File: src/design/adsc_defines.vh
// constants for the converter sequence controller
`ifndef ADSC_DEFINES_VH
`define ADSC_DEFINES_VH

// ***********************************************
// register word indexes (byte address = 4 * index)
// ***********************************************
`define ADSC_IDX_PWR      6'h00
`define ADSC_IDX_FRZ      6'h01
`define ADSC_IDX_TIM      6'h02
`define ADSC_IDX_MODE     6'h03
`define ADSC_IDX_STAT     6'h04
`define ADSC_RES_BLK      3'h1

// ***********************************************
// power / irq control field positions
// ***********************************************
`define ADSC_PWR_UP       7
`define ADSC_PWR_FFC      6
`define ADSC_PWR_WAI      5
`define ADSC_PWR_IEN      1
`define ADSC_PWR_IFLG     0

// ***********************************************
// mode / channel field positions
// ***********************************************
`define ADSC_MODE_S8      6
`define ADSC_MODE_SCAN    5
`define ADSC_MODE_MULTI_CHANNEL_SELECT    4

// ***********************************************
// status field positions
// ***********************************************
`define ADSC_STAT_SCF     7

// ***********************************************
// reset values
// ***********************************************
`define ADSC_RST_PWR      8'h00
`define ADSC_RST_FRZ      2'h0
`define ADSC_RST_TIM      7'h01
`define ADSC_RST_MODE     7'h00

// ***********************************************
// conversion phase lengths in converter clocks
// ***********************************************
`define ADSC_T_INIT       5'h02
`define ADSC_T_XFER       5'h04
`define ADSC_T_RES        5'h0a

// ***********************************************
// freeze codes
// ***********************************************
`define ADSC_FRZ_RUN      2'h0
`define ADSC_FRZ_END      2'h2
`define ADSC_FRZ_NOW      2'h3

`endif

File: src/design/adsc_top.v
// converter sequence controller with avalon-mm register slave
//
// Contract
// [RULE_01] eight-conversion bit 1 gives eight conversions per sequence, 0 gives four
// [RULE_02] single mode sets sequence complete flag after last conversion, then stops
// [RULE_03] scan bit 1 restarts sequences forever after first complete; 0 runs one
// [RULE_04] conversion complete flag n sets when result register n is loaded
// [RULE_05] no fast clear: status read then result read clears that flag
// [RULE_06] fast clear: any access to result register clears its flag
// [RULE_07] control write during conversion aborts; idle until mode register written
// [RULE_08] mode register write starts sequence, aborts old one, clears flags
// [RULE_09] power-up bit 1 runs converter clock and analog; 0 disables converter
// [RULE_10] software waits for analog settling after power-up before trusting results
// [RULE_11] wait-stop bit 1 disables converter in wait mode; 0 keeps it running
// [RULE_12] sequence irq flag sets at sequence end; irq while flag and enable
// [RULE_13] power/irq register read/write anytime; its irq flag is read-only
// [RULE_14] freeze 00 runs, 10 finishes conversion then freezes, 11 freezes now
// [RULE_15] conversion: 2 initial, 4 transfer, final sample, 10 resolution clocks
// [RULE_16] sample code 00/01/10/11 gives final sample of 2/4/8/16 clocks
// [RULE_17] converter clock is periph clock over divider plus one, then halved
// [RULE_18] divider field resets to 00001, total divisor four
// [RULE_19] multichannel 1 steps channels; 0 uses the four-bit channel field
// [RULE_20] n-th conversion result goes to result register n with flag n
//
// Design decisions made here: the register addresses and the Avalon-MM register port.
`include "adsc_defines.vh"

module adsc_top (
  input  wire        clk_i,
  input  wire        resetn_i,
  input  wire [7:0]  address_i,
  input  wire        read_i,
  input  wire        write_i,
  input  wire [31:0] writedata_i,
  output reg  [31:0] readdata_o,
  output reg         waitrequest_o,
  input  wire        wait_mode_i,
  input  wire        debug_halt_i,
  input  wire [7:0]  result_i,
  output reg         analog_en_o,
  output reg         conv_clk_o,
  output reg  [3:0]  channel_o,
  output reg         sample_o,
  output reg         resolve_o,
  output reg         irq_o
);

  // ***********************************************
  // state codes
  // ***********************************************
  // one-hot, one bit per phase
  localparam ST_IDLE = 3'b001;
  localparam ST_SMP  = 3'b010;
  localparam ST_RES  = 3'b100;

  // ***********************************************
  // declarations
  // ***********************************************
  reg  [7:0] pwr;
  reg  [1:0] frz;
  reg  [6:0] tim;
  reg  [6:0] mode;
  reg        sequence_complete_flag;
  reg  [7:0] ccf;
  reg        stat_armed;
  reg  [7:0] res_mem [0:7];
  reg  [7:0] res_s1;
  reg  [7:0] res_s2;
  reg  [4:0] pre_cnt;
  reg  [2:0] state;
  reg  [4:0] cnt;
  reg  [2:0] idx;
  reg  [31:0] next_rdata;
  wire       acc;
  wire       wr;
  wire [5:0] wsel;
  wire       res_hit;
  wire       wr_mode;
  wire       wr_other;
  wire       run;
  wire       pre_tick;
  wire       tick;
  wire       frz_now;
  wire       frz_end;
  wire       hold;
  wire       step;
  wire [4:0] fin_smp;
  wire [4:0] smp_len;
  wire       smp_done;
  wire       res_done;
  wire [2:0] last_idx;
  wire       ld;
  wire       seq_end;

  // ***********************************************
  // bus decode
  // ***********************************************
  // accepted access and word decode of the byte address
  assign acc      = (read_i | write_i) & ~waitrequest_o;
  assign wr       = write_i & ~waitrequest_o;
  assign wsel     = address_i[7:2];
  assign res_hit  = (wsel[5:3] == `ADSC_RES_BLK);
  assign wr_mode  = wr & (wsel == `ADSC_IDX_MODE);
  assign wr_other = wr & ((wsel == `ADSC_IDX_PWR) | (wsel == `ADSC_IDX_FRZ) |
                          (wsel == `ADSC_IDX_TIM));

  // one wait cycle, then acknowledge
  always @(posedge clk_i or negedge resetn_i) begin
    if (!resetn_i) begin
      waitrequest_o <= 1'b1;
    end else if (acc) begin
      waitrequest_o <= 1'b1;
    end else if (read_i | write_i) begin
      waitrequest_o <= 1'b0;
    end
  end

  // read mux, unmapped reads zero
  always @* begin
    next_rdata = 32'h0000_0000;
    if (res_hit) begin
      next_rdata[7:0] = res_mem[wsel[2:0]];
    end else begin
      case (wsel)
        `ADSC_IDX_PWR:  next_rdata[7:0]  = pwr; // [RULE_13]
        `ADSC_IDX_FRZ:  next_rdata[1:0]  = frz;
        `ADSC_IDX_TIM:  next_rdata[6:0]  = tim;
        `ADSC_IDX_MODE: next_rdata[6:0]  = mode;
        `ADSC_IDX_STAT: next_rdata[15:0] = {ccf, sequence_complete_flag, 4'h0, idx};
        default:        next_rdata = 32'h0000_0000;
      endcase
    end
  end

  // read data captured during the wait cycle
  // so it stands in the acknowledge cycle
  always @(posedge clk_i or negedge resetn_i) begin
    if (!resetn_i) begin
      readdata_o <= 32'h0000_0000;
    end else if (read_i & waitrequest_o) begin
      readdata_o <= next_rdata;
    end
  end

  // ***********************************************
  // control registers
  // ***********************************************
  // writable controls; the irq flag bit is set by hardware only
  // and a write to the power register leaves it untouched
  always @(posedge clk_i or negedge resetn_i) begin
    if (!resetn_i) begin
      pwr  <= `ADSC_RST_PWR;
      frz  <= `ADSC_RST_FRZ;
      tim  <= `ADSC_RST_TIM; // [RULE_18]
      mode <= `ADSC_RST_MODE;
    end else begin
      if (wr & (wsel == `ADSC_IDX_PWR)) begin
        pwr[7:1] <= {writedata_i[7:5], 3'h0, writedata_i[1]}; // [RULE_13]
      end
      if (seq_end) begin
        pwr[`ADSC_PWR_IFLG] <= 1'b1; // [RULE_12]
      end else if (wr_mode) begin
        pwr[`ADSC_PWR_IFLG] <= 1'b0;
      end
      if (wr & (wsel == `ADSC_IDX_FRZ)) begin
        frz <= writedata_i[1:0];
      end
      if (wr & (wsel == `ADSC_IDX_TIM)) begin
        tim <= writedata_i[6:0];
      end
      if (wr_mode) begin
        mode <= writedata_i[6:0];
      end
    end
  end

  // interrupt request from flag and enable
  always @(posedge clk_i or negedge resetn_i) begin
    if (!resetn_i) begin
      irq_o <= 1'b0;
    end else begin
      irq_o <= pwr[`ADSC_PWR_IFLG] & pwr[`ADSC_PWR_IEN]; // [RULE_12]
    end
  end

  // ***********************************************
  // converter clock prescaler
  // ***********************************************
  // run gate and prescaler wrap; the wrap compares from above so a divider
  // lowered mid-count wraps at once instead of counting through 31
  assign run      = pwr[`ADSC_PWR_UP] & ~(wait_mode_i & pwr[`ADSC_PWR_WAI]); // [RULE_09] [RULE_11]
  assign pre_tick = (pre_cnt >= tim[4:0]);
  assign tick     = run & pre_tick & conv_clk_o; // [RULE_17]

  // divide by value plus one, then symmetric halving
  // a stopped clock parks low, so the analog side sees no stray edge
  always @(posedge clk_i or negedge resetn_i) begin
    if (!resetn_i) begin
      pre_cnt    <= 5'h00;
      conv_clk_o <= 1'b0;
    end else if (!run) begin
      pre_cnt    <= 5'h00;
      conv_clk_o <= 1'b0; // [RULE_09]
    end else if (pre_tick) begin
      pre_cnt    <= 5'h00;
      conv_clk_o <= ~conv_clk_o; // [RULE_17]
    end else begin
      pre_cnt    <= pre_cnt + 5'h01;
    end
  end

  // analog enable
  always @(posedge clk_i or negedge resetn_i) begin
    if (!resetn_i) begin
      analog_en_o <= 1'b0;
    end else begin
      analog_en_o <= run; // [RULE_09] [RULE_11]
    end
  end

  // ***********************************************
  // sequencer
  // ***********************************************
  // freeze: code 11 stops ticks at once, code 10 only at a conversion start
  // code 01 behaves as run
  assign frz_now  = debug_halt_i & (frz == `ADSC_FRZ_NOW); // [RULE_14]
  assign frz_end  = debug_halt_i & (frz == `ADSC_FRZ_END) &
                    state[1] & (cnt == 5'h00); // [RULE_14]
  assign hold     = frz_now | frz_end;
  assign step     = tick & ~hold;
  assign fin_smp  = 5'h02 << tim[6:5]; // [RULE_16]
  assign smp_len  = `ADSC_T_INIT + `ADSC_T_XFER + fin_smp; // [RULE_15]
  assign smp_done = state[1] & step & (cnt == smp_len - 5'h01);
  assign res_done = state[2] & step & (cnt == `ADSC_T_RES - 5'h01); // [RULE_15]
  assign last_idx = mode[`ADSC_MODE_S8] ? 3'h7 : 3'h3; // [RULE_01]
  // a control write in the load cycle wins: no result store, no flags
  assign ld       = res_done & ~wr_mode & ~wr_other;
  assign seq_end  = ld & (idx == last_idx);

  // phase, tick counter and conversion index
  // a mode write restarts from slot zero, a control write parks the machine
  // the load of the last slot decides between stop and restart
  always @(posedge clk_i or negedge resetn_i) begin
    if (!resetn_i) begin
      state <= ST_IDLE;
      cnt   <= 5'h00;
      idx   <= 3'h0;
    end else if (wr_mode) begin
      state <= ST_SMP; // [RULE_08]
      cnt   <= 5'h00;
      idx   <= 3'h0;
    end else if (wr_other) begin
      state <= ST_IDLE; // [RULE_07]
      cnt   <= 5'h00;
    end else begin
      case (state)
        ST_IDLE: begin
          cnt <= 5'h00;
        end
        ST_SMP: begin
          if (smp_done) begin
            state <= ST_RES;
            cnt   <= 5'h00;
          end else if (step) begin
            cnt <= cnt + 5'h01;
          end
        end
        ST_RES: begin
          if (res_done) begin
            cnt <= 5'h00;
            if (idx != last_idx) begin
              state <= ST_SMP;
              idx   <= idx + 3'h1;
            end else if (mode[`ADSC_MODE_SCAN]) begin
              state <= ST_SMP; // [RULE_03]
              idx   <= 3'h0;
            end else begin
              state <= ST_IDLE; // [RULE_02]
            end
          end else if (step) begin
            cnt <= cnt + 5'h01;
          end
        end
        default: begin
          state <= ST_IDLE;
          cnt   <= 5'h00;
        end
      endcase
    end
  end

  // phase strobes and channel to the analog side
  always @(posedge clk_i or negedge resetn_i) begin
    if (!resetn_i) begin
      sample_o  <= 1'b0;
      resolve_o <= 1'b0;
      channel_o <= 4'h0;
    end else begin
      sample_o  <= state[1] & ~wr_mode & ~wr_other;
      resolve_o <= state[2] & ~wr_mode & ~wr_other;
      if (!mode[`ADSC_MODE_MULTI_CHANNEL_SELECT]) begin
        channel_o <= mode[3:0]; // [RULE_19]
      end else if (mode[`ADSC_MODE_S8]) begin
        channel_o <= {mode[3], idx}; // [RULE_19]
      end else begin
        channel_o <= {mode[3:2], idx[1:0]}; // [RULE_19]
      end
    end
  end

  // result pins from the analog side, two-stage synchroniser
  // the code is held steady through resolution, so all bits settle together
  always @(posedge clk_i or negedge resetn_i) begin
    if (!resetn_i) begin
      res_s1 <= 8'h00;
      res_s2 <= 8'h00;
    end else begin
      res_s1 <= result_i;
      res_s2 <= res_s1;
    end
  end

  // result store, no reset on data
  // a slot keeps its value until its next load
  always @(posedge clk_i) begin
    if (ld) begin
      res_mem[idx] <= res_s2; // [RULE_20]
    end
  end

  // ***********************************************
  // completion flags
  // ***********************************************
  // sequence complete, set by the final load, cleared by a mode write
  always @(posedge clk_i or negedge resetn_i) begin
    if (!resetn_i) begin
      sequence_complete_flag <= 1'b0;
    end else if (seq_end) begin
      sequence_complete_flag <= 1'b1; // [RULE_02] [RULE_03]
    end else if (wr_mode) begin
      sequence_complete_flag <= 1'b0; // [RULE_08]
    end
  end

  // status read arms the slow flag clear
  always @(posedge clk_i or negedge resetn_i) begin
    if (!resetn_i) begin
      stat_armed <= 1'b0;
    end else if (read_i & acc & (wsel == `ADSC_IDX_STAT)) begin
      stat_armed <= 1'b1;
    end else if (read_i & acc & res_hit) begin
      stat_armed <= 1'b0;
    end
  end

  // per-result flag, set wins over clear
  // slow clear needs an armed status read, fast clear takes any access
  genvar g;
  generate
    for (g = 0; g < 8; g = g + 1) begin : g_ccf
      localparam [2:0] SLOT = g; // slot number at index width
      wire hit = acc & res_hit & (wsel[2:0] == SLOT);
      wire clr = hit & (pwr[`ADSC_PWR_FFC] | (read_i & stat_armed)); // [RULE_05] [RULE_06]
      always @(posedge clk_i or negedge resetn_i) begin
        if (!resetn_i) begin
          ccf[g] <= 1'b0;
        end else if (ld & (idx == SLOT)) begin
          ccf[g] <= 1'b1; // [RULE_04] [RULE_20]
        end else if (clr | wr_mode) begin
          ccf[g] <= 1'b0; // [RULE_08]
        end
      end
    end
  endgenerate

endmodule // adsc_top

File: config.mk
export PLATFORM = sky130hd
export DESIGN_NAME = adsc_top
export DESIGN_NICKNAME = d
export VERILOG_FILES = /design/src/design/adsc_top.v
export VERILOG_INCLUDE_DIRS = /design/src /design/src/design
export SDC_FILE = /design/constraint.sdc
export NUM_CORES = 1
export LEC_CHECK = 0
export ABC_AREA = 1
export BUFFER_PORTS_ARGS = -buffer_cell sky130_fd_sc_hd__clkbuf_2
export CAP_MARGIN = 20
export CORE_ASPECT_RATIO = 0.7
export CORE_MARGIN = 3
export CORE_UTILIZATION = 45
export CTS_BUF_LIST = sky130_fd_sc_hd__clkbuf_8
export CTS_CLUSTER_DIAMETER = 50
export DETAILED_ROUTE_END_ITERATION = 7
export PLACE_DENSITY = 0.64
export RECOVER_POWER = 50
export SYNTH_ARGS = -nofsm -noshare
export SYNTH_HDL_FRONTEND = slang
export SYNTH_SLANG_ARGS = --single-unit
File: constraint.sdc
create_clock -name clk_i -period 2.65 [get_ports clk_i]
set_input_delay 0.1325 -clock clk_i [delete_from_list [all_inputs] [get_ports clk_i]]
set_output_delay 0.1325 -clock clk_i [all_outputs]
set_load 0.03 [all_outputs]
; ---- Word level (Yosys, flattened, before mapping)
; Memories as Yosys holds them, arrays and structs flattened.
; Index checks and enable logic that the tools add are counted.
[op_classes]
addsub = 5
magnitude_cmp = 1
eq_ne = 33
shifts = 1
n_mux = 56
bitwise = 77
n_reduce_logical = 20
[op_table]
columns = operator, count
row1 = $and A1 B1 Y1, 58
row2 = $mux W3, 13
row3 = $mux W5, 7
row4 = $eq A3 B3 Y1 const B, 9
row5 = $mux W1, 26
row6 = $reduce_bool A2 Y1, 13
row7 = $mux W8, 3
row8 = $pmux W5 S4, 1
row9 = $eq A3 B2 Y1 const B, 5
row10 = $or A1 B1 Y1, 13
row11 = $eq A3 B1 Y1 const B, 4
row12 = $eq A6 B2 Y1 const B, 2
row13 = $add A5 B1 Y5 const B, 2
row14 = $pmux W2 S5, 1
row15 = $pmux W5 S2, 1
row16 = $pmux W3 S3, 1
row17 = $ne A4 B4 Y1 const B, 2
row18 = $eq A6 B1 Y1 const B, 1
row19 = $eq A6 B3 Y1 const B, 1
row20 = $logic_not A3 Y1, 2
row21 = $logic_not A6 Y1, 1
row22 = $not A1 Y1, 6
row23 = $add A3 B5 Y5 const A, 1
row24 = $eq A5 B4 Y1 const B, 1
row25 = 17 further kinds, 19
[totals]
ff_bits = 104
mem_bits_rw = 64
output_inout_bits = 42
memories = 1
[mem_list]
columns = name, words, word_bits, read_ports, rd_clocked_by_memory_dff, wr, line
row1 = res_mem, 8, 8, 1, 0, 1, adsc_top.v:66  ; reg [7:0] res_mem [0:7];

; ---- Longest topological paths before layout
[depth]
depth_word = 13
mapped_depth = 13

; ---- Worst setup path after synthesis
; Ideal clock, no wire load.
[synth_timing]
kind = register to register
startpoint = register pre_cnt[0]
endpoint = memory res_mem[0][0], enable pin
setup_time_ns = 0.383
t_arrival_ns = 2.067
path_slack_ns = 0.200
path_stages_with_launch = 13
path_buffers = 0
synth_period_minus_slack_ns = 2.450
path_cell_list = dfrtp_1 inv_1 ha_1 inv_1 nand2_1 nand2_1 nor2_1 nor2_1 nor2_1 nand3_2 nor2_2 nand2_1 nor3_1
[synth_between]
elab_chain_cells = 10
[synth_lines]
columns = element, line
row1 = from (decl), adsc_top.v:69  ; reg [4:0] pre_cnt;
row2 = from (signal assigned), adsc_top.v:208  ; pre_cnt <= pre_cnt + 5'h01;
row3 = $ge A5 B5 Y1, adsc_top.v:192  ; assign pre_tick = (pre_cnt >= tim[4:0]);
row4 = $and A1 B1 Y1 (2 in a row), adsc_top.v:193  ; assign tick = run & pre_tick & conv_clk_o;
row5 = $and A1 B1 Y1, adsc_top.v:230  ; assign step = tick & ~hold;
row6 = $and A1 B1 Y1 (2 in a row), adsc_top.v:234  ; assign res_done = state[2] & step & (cnt == `ADSC_T_RES - 5'h01);
row7 = $and A1 B1 Y1 (2 in a row), adsc_top.v:237  ; assign ld = res_done & ~wr_mode & ~wr_other;
row8 = $mux W1, adsc_top.v:326  ; if (ld) begin
row9 = $mux W1 (not written as such), adsc_top.v:327  ; res_mem[idx] <= res_s2;
row10 = to (decl), adsc_top.v:66
; Every way passes these cells.

; ---- Final worst setup path
[layout_timing]
startpoint = register cnt[0]
endpoint = memory res_mem[6][1], enable pin
[layout_between]
elab_chain_cells = 11
word_cells_on_any_way = 12
classes_between = eq/ne: 1 / mux: 2 / bitwise: 8 / reduce/logical: 1
[layout_lines]
columns = element, line
row1 = from (decl), adsc_top.v:71  ; reg [4:0] cnt;
row2 = from (signal assigned), adsc_top.v:265  ; cnt <= cnt + 5'h01;
row3 = from (signal assigned), adsc_top.v:281  ; cnt <= cnt + 5'h01;
row4 = $logic_not A5 Y1, adsc_top.v:228  ; state[1] & (cnt == 5'h00);
row5 = $and A1 B1 Y1, adsc_top.v:227  ; assign frz_end = debug_halt_i & (frz == `ADSC_FRZ_END) &
row6 = $or A1 B1 Y1, adsc_top.v:229  ; assign hold = frz_now | frz_end;
row7 = $not A1 Y1, adsc_top.v:230
row8 = $and A1 B1 Y1, adsc_top.v:230
row9 = $and A1 B1 Y1, adsc_top.v:234
row10 = $and A1 B1 Y1 *, adsc_top.v:234
row11 = $and A1 B1 Y1 * (2 in a row), adsc_top.v:237
row12 = $mux W1 *, adsc_top.v:326
row13 = $mux W1 (not written as such) *, adsc_top.v:327
; Mark *: on every way between the ends. The rest lies on a longest branch, timed or not.

==> results by group <==
Detailed routing
  – Routed length per instance: 16.4 µm
  – Vias per std cell: around 5.2
  – WL final: 15000 µm
  – Iter 0 DRT Violations: 371
  – DR pass1 iterations: 5
  – Vias: 4766
  – Final ANT Viol Nets: 0
  – DRC errors left: 0

Critical path
  – Worst path most repeated cell: nand2_1
  – R2r setup slk: roughly 0.23 ns
  – Worst endpoint required time: ~2.8 ns
  – Critical-path cell list: inv_1 > ha_1 > nand3_1 > nand2_1 > a21oi_1 > nand3_2 > nor2_2 > nand2_1 > nor3_1 > buf_4
  – CP Launch Point: cnt[0]
  – R2R depth: 10
  – Crit Path Category: reg2reg
  – Slowest cell on crit path: dfrtp_1
  – Buf/Inv on CP: 2
  – CP peak stage delay: 0.43 ns
  – Family with the most delay on the worst path: simple AND/OR/NAND/NOR gates
  – CP arrival: 2.58 ns
  – CP endpoint kind: flip-flop
  – Worst R2R End: res_mem[6][1]
  – Crit path launch type: flip-flop
  – Worst Path Max Fanout: 8
  – Worst r2r src: cnt[0]

Timing
  – Period minus WS final: ~2.4 ns
  – Slew HR: -0.306
  – Final hold slack: around 0.14 ns
  – Actual slew at the worst max-slew pin: 1.96 ns
  – Final setup violation count: 0
  – Tcrit/Tclk final: 0.913
  – Clk_skew: 0.0145 ns
  – Fin. Hold Viols: 0
  – Final WS setup: 0.230 ns
  – TNS Setup: 0 ns
  – Slew Viols, Final: 36
  – RSZ-0062 raised after global routing: no
  – Fmax: 413 MHz

Clock network
  – # H-tree levels: 4
  – CTS resizes: 0
  – Clock Sinks: around 150
  – Root Buffer Master: clkbuf_8
  – Max Root-Sink Buffers: 2
  – Post-CTS Setup Inserts: 0
  – Latest clock arrival within the worst-skew pair: around 0.46 ns
  – Inserted Clock Buffers: 17
  – Worst-path clk slew: about 0.090 ns
  – CTS tree: done

Logic synthesis
  – Seq cells post-synth: 152
  – Synthesized-area fraction occupied by adder cells: 0.0339
  – Synthesized cell area: roughly 6600 µm²
  – Ys async rst share: 0.579
  – Synth Warn #: 0
  – Post-synthesis sequential area ratio: 0.622
  – Largest family of logic cells by synthesized area: simple AND/OR/NAND/NOR gates
  – Syn Inst Count: 624
  – Synthesized area per cell: 10.6 µm²
  – Synth top area share: 0.321
  – Yosys cell types: 42
  – Mux cell area share after synthesis: 0
  – Xor and xnor area share after synthesis: 0.0145
  – Top FF cell, synth: dfrtp_1
  – Complex-gate fraction of the synthesized area: 0.0845
  – Area leader, netlist: dfrtp_1
  – Post-synthesis simple-gate area fraction: 0.179
  – Largest cells by area after synthesis: dfrtp_1 (32%), edfxtp_1 (29%), nand2_1 (8.3%), ha_1 (3.4%), inv_1 (2.9%)
  – EDFF count, synth: between 60 and 70

Power
  – Sw Share: 0.297
  – IR drop worst, VDD: around 0.36 mV
  – PwrDens: ~690 nW/µm²
  – Combinational share of power: 0.139
  – P_sw: roughly 1.6 mW
  – Internal Pwr Total: approximately 3.7 mW
  – Register share of total power: 0.513
  – Static leakage: around 3.4 nW
  – Clock power frac: 0.348

Global routing
  – Largest net degree at the start of global routing: 55
  – Vias in the first global route: 4604
  – First-pass GRT wire length: between 20000 and 25000 µm
  – Initial antenna violation count: 0
  – Gr usage total: 0.200
  – GRT overflow: 0

Hold path
  – Hold Crit Class: in2reg
  – WHS Endpoint: ccf[2]
  – Hold Path Origin: address_i[3]
  – Hold path depth: 4

Cells and area
  – # diodes: 0
  – Most common cell after layout, fill and taps aside: nand2_1
  – P&R area growth vs syn: 16.6%
  – Most frequent cells in the layout: nand2_1 (146), dfrtp_1 (85), edfxtp_1 (64), inv_1 (52), clkbuf_2 (52)
  – Filler cells: 1230
  – Multi-input logic area: 2120 µm²
  – Reg area: 4130 µm²
  – Share of cells above drive strength 1: 0.186
  – Post-layout nets: 789
  – Design Area, Final: slightly below 8000 µm²

Job
  – Max Cap Viol: 1

Die
  – Die area: around 16000 µm²
  – Row count: 36
  – Initial Util: 0.468
  – Die Span X: ~150 µm
  – Die Ht: 108 µm
  – Top-Level Pins: 96
  – Placeable Area: 14200 µm²

Run status
  – Failing checks: capacitance limit, slew limit
  – Outcome: complete, but fails checks

Placement
  – DPL Wire Length: ~10000 µm
  – I/O Buffers: 53
  – Pre-CTS setup slack: 0.279 ns
  – Dpl cell area: 7140 µm²
  – Routability cong.: about 0.88
[worst min-delay path, stage by stage]
cell	delay [ns]
clkbuf_2	0.12
nand2_1	0.10
o311ai_0	0.13
nand2_1	0.07
[how the worst max path moves through the flow]
stage	end	slack [ns]	cells after the start
after floorplan	res_mem[0][0]	0.20	12
after global placement	res_mem[2][3]	0.34	10
after detailed placement	res_mem[6][7]	0.28	10
after CTS	res_mem[6][5]	0.25	10
after global routing	res_mem[4][5]	0.03	10
final	res_mem[6][1]	0.23	10
[kinds of logic after synthesis]
logic type	after synthesis
AOI/OAI and AO/OA	91
xor gates and xnor gates	11
adders and majority gates	18
buffers and inverters	92
DFF	152
other	1
and+or+nand+nor	259
[power groups by stage]
stage / combinational [mW] / clock, mW / sequential [mW]
2_1_floorplan: 0.409 / 0 / 2.85
3_3_place_gp: 0.709 / 0 / 2.77
3_5_place_dp: 0.724 / 0 / 2.78
4_1_cts: 0.751 / 1.90 / 2.73
5_1_grt: 0.839 / 2.00 / 2.75
6_report: 0.737 / 1.85 / 2.73
[cell type report]
cell class	instances	share of cell area
sequential	152	0.533
multi-input combinational	395	0.273
timing repair buffer	92	0.0789
tap	190	0.0307
clock buffer	17	0.0302
inverter	59	0.0286
clock inverter	15	0.0246
[flip-flops by register name, indices dropped and copies added, names as in the netlist, 4 cells and up]
| name | cells |
|---|---|
| res_mem | 64 |
| readdata_o | 16 |
| ccf | 8 |
| res_s1 | 8 |
| res_s2 | 8 |
| mode | 7 |
| tim | 7 |
| cnt | 5 |
| pre_cnt | 5 |
| channel_o | 4 |
| pwr | 4 |
[stage by stage]
stage,utilization,power [mW],instances
2_1_floorplan,-,3.26,639
3_3_place_gp,0.503,3.48,868
3_5_place_dp,0.503,3.50,868
4_1_cts,0.547,5.38,920
5_1_grt,0.545,5.58,920
6_report,0.545,5.32,920
[repair_timing]
item,CTS,global route
hold buffers,20,0
hold endpoints to repair,64,0
setup endpoints to repair,0,0
[Yosys cell counts (all sizes together) (2+ instances only)]
cell type,count
o21ai,36
nand4,15
inv,59
o311ai,8
or2,2
buf,29
clkbuf,4
nor3,11
o22ai,5
a22oi,7
dfstp,3
ha,18
xor2,6
dfrtp,85
xnor2,5
nand3b,2
a31oi,3
nand3,37
nor2,42
a221oi,3
o211ai,6
nand2,148
edfxtp,64
a21oi,21
[layer usage]
layer / global-route usage / vias to the layer above / share of wire
li1: - / 2281 / -
met5: 0 / - / 0
met2: 0.300 / 182 / 0.46
met1: 0.293 / 2284 / 0.46
met3: 0.0492 / 19 / 0.071
met4: 0.0530 / 0 / 0.012
Power figures use the tool's default switching activity.
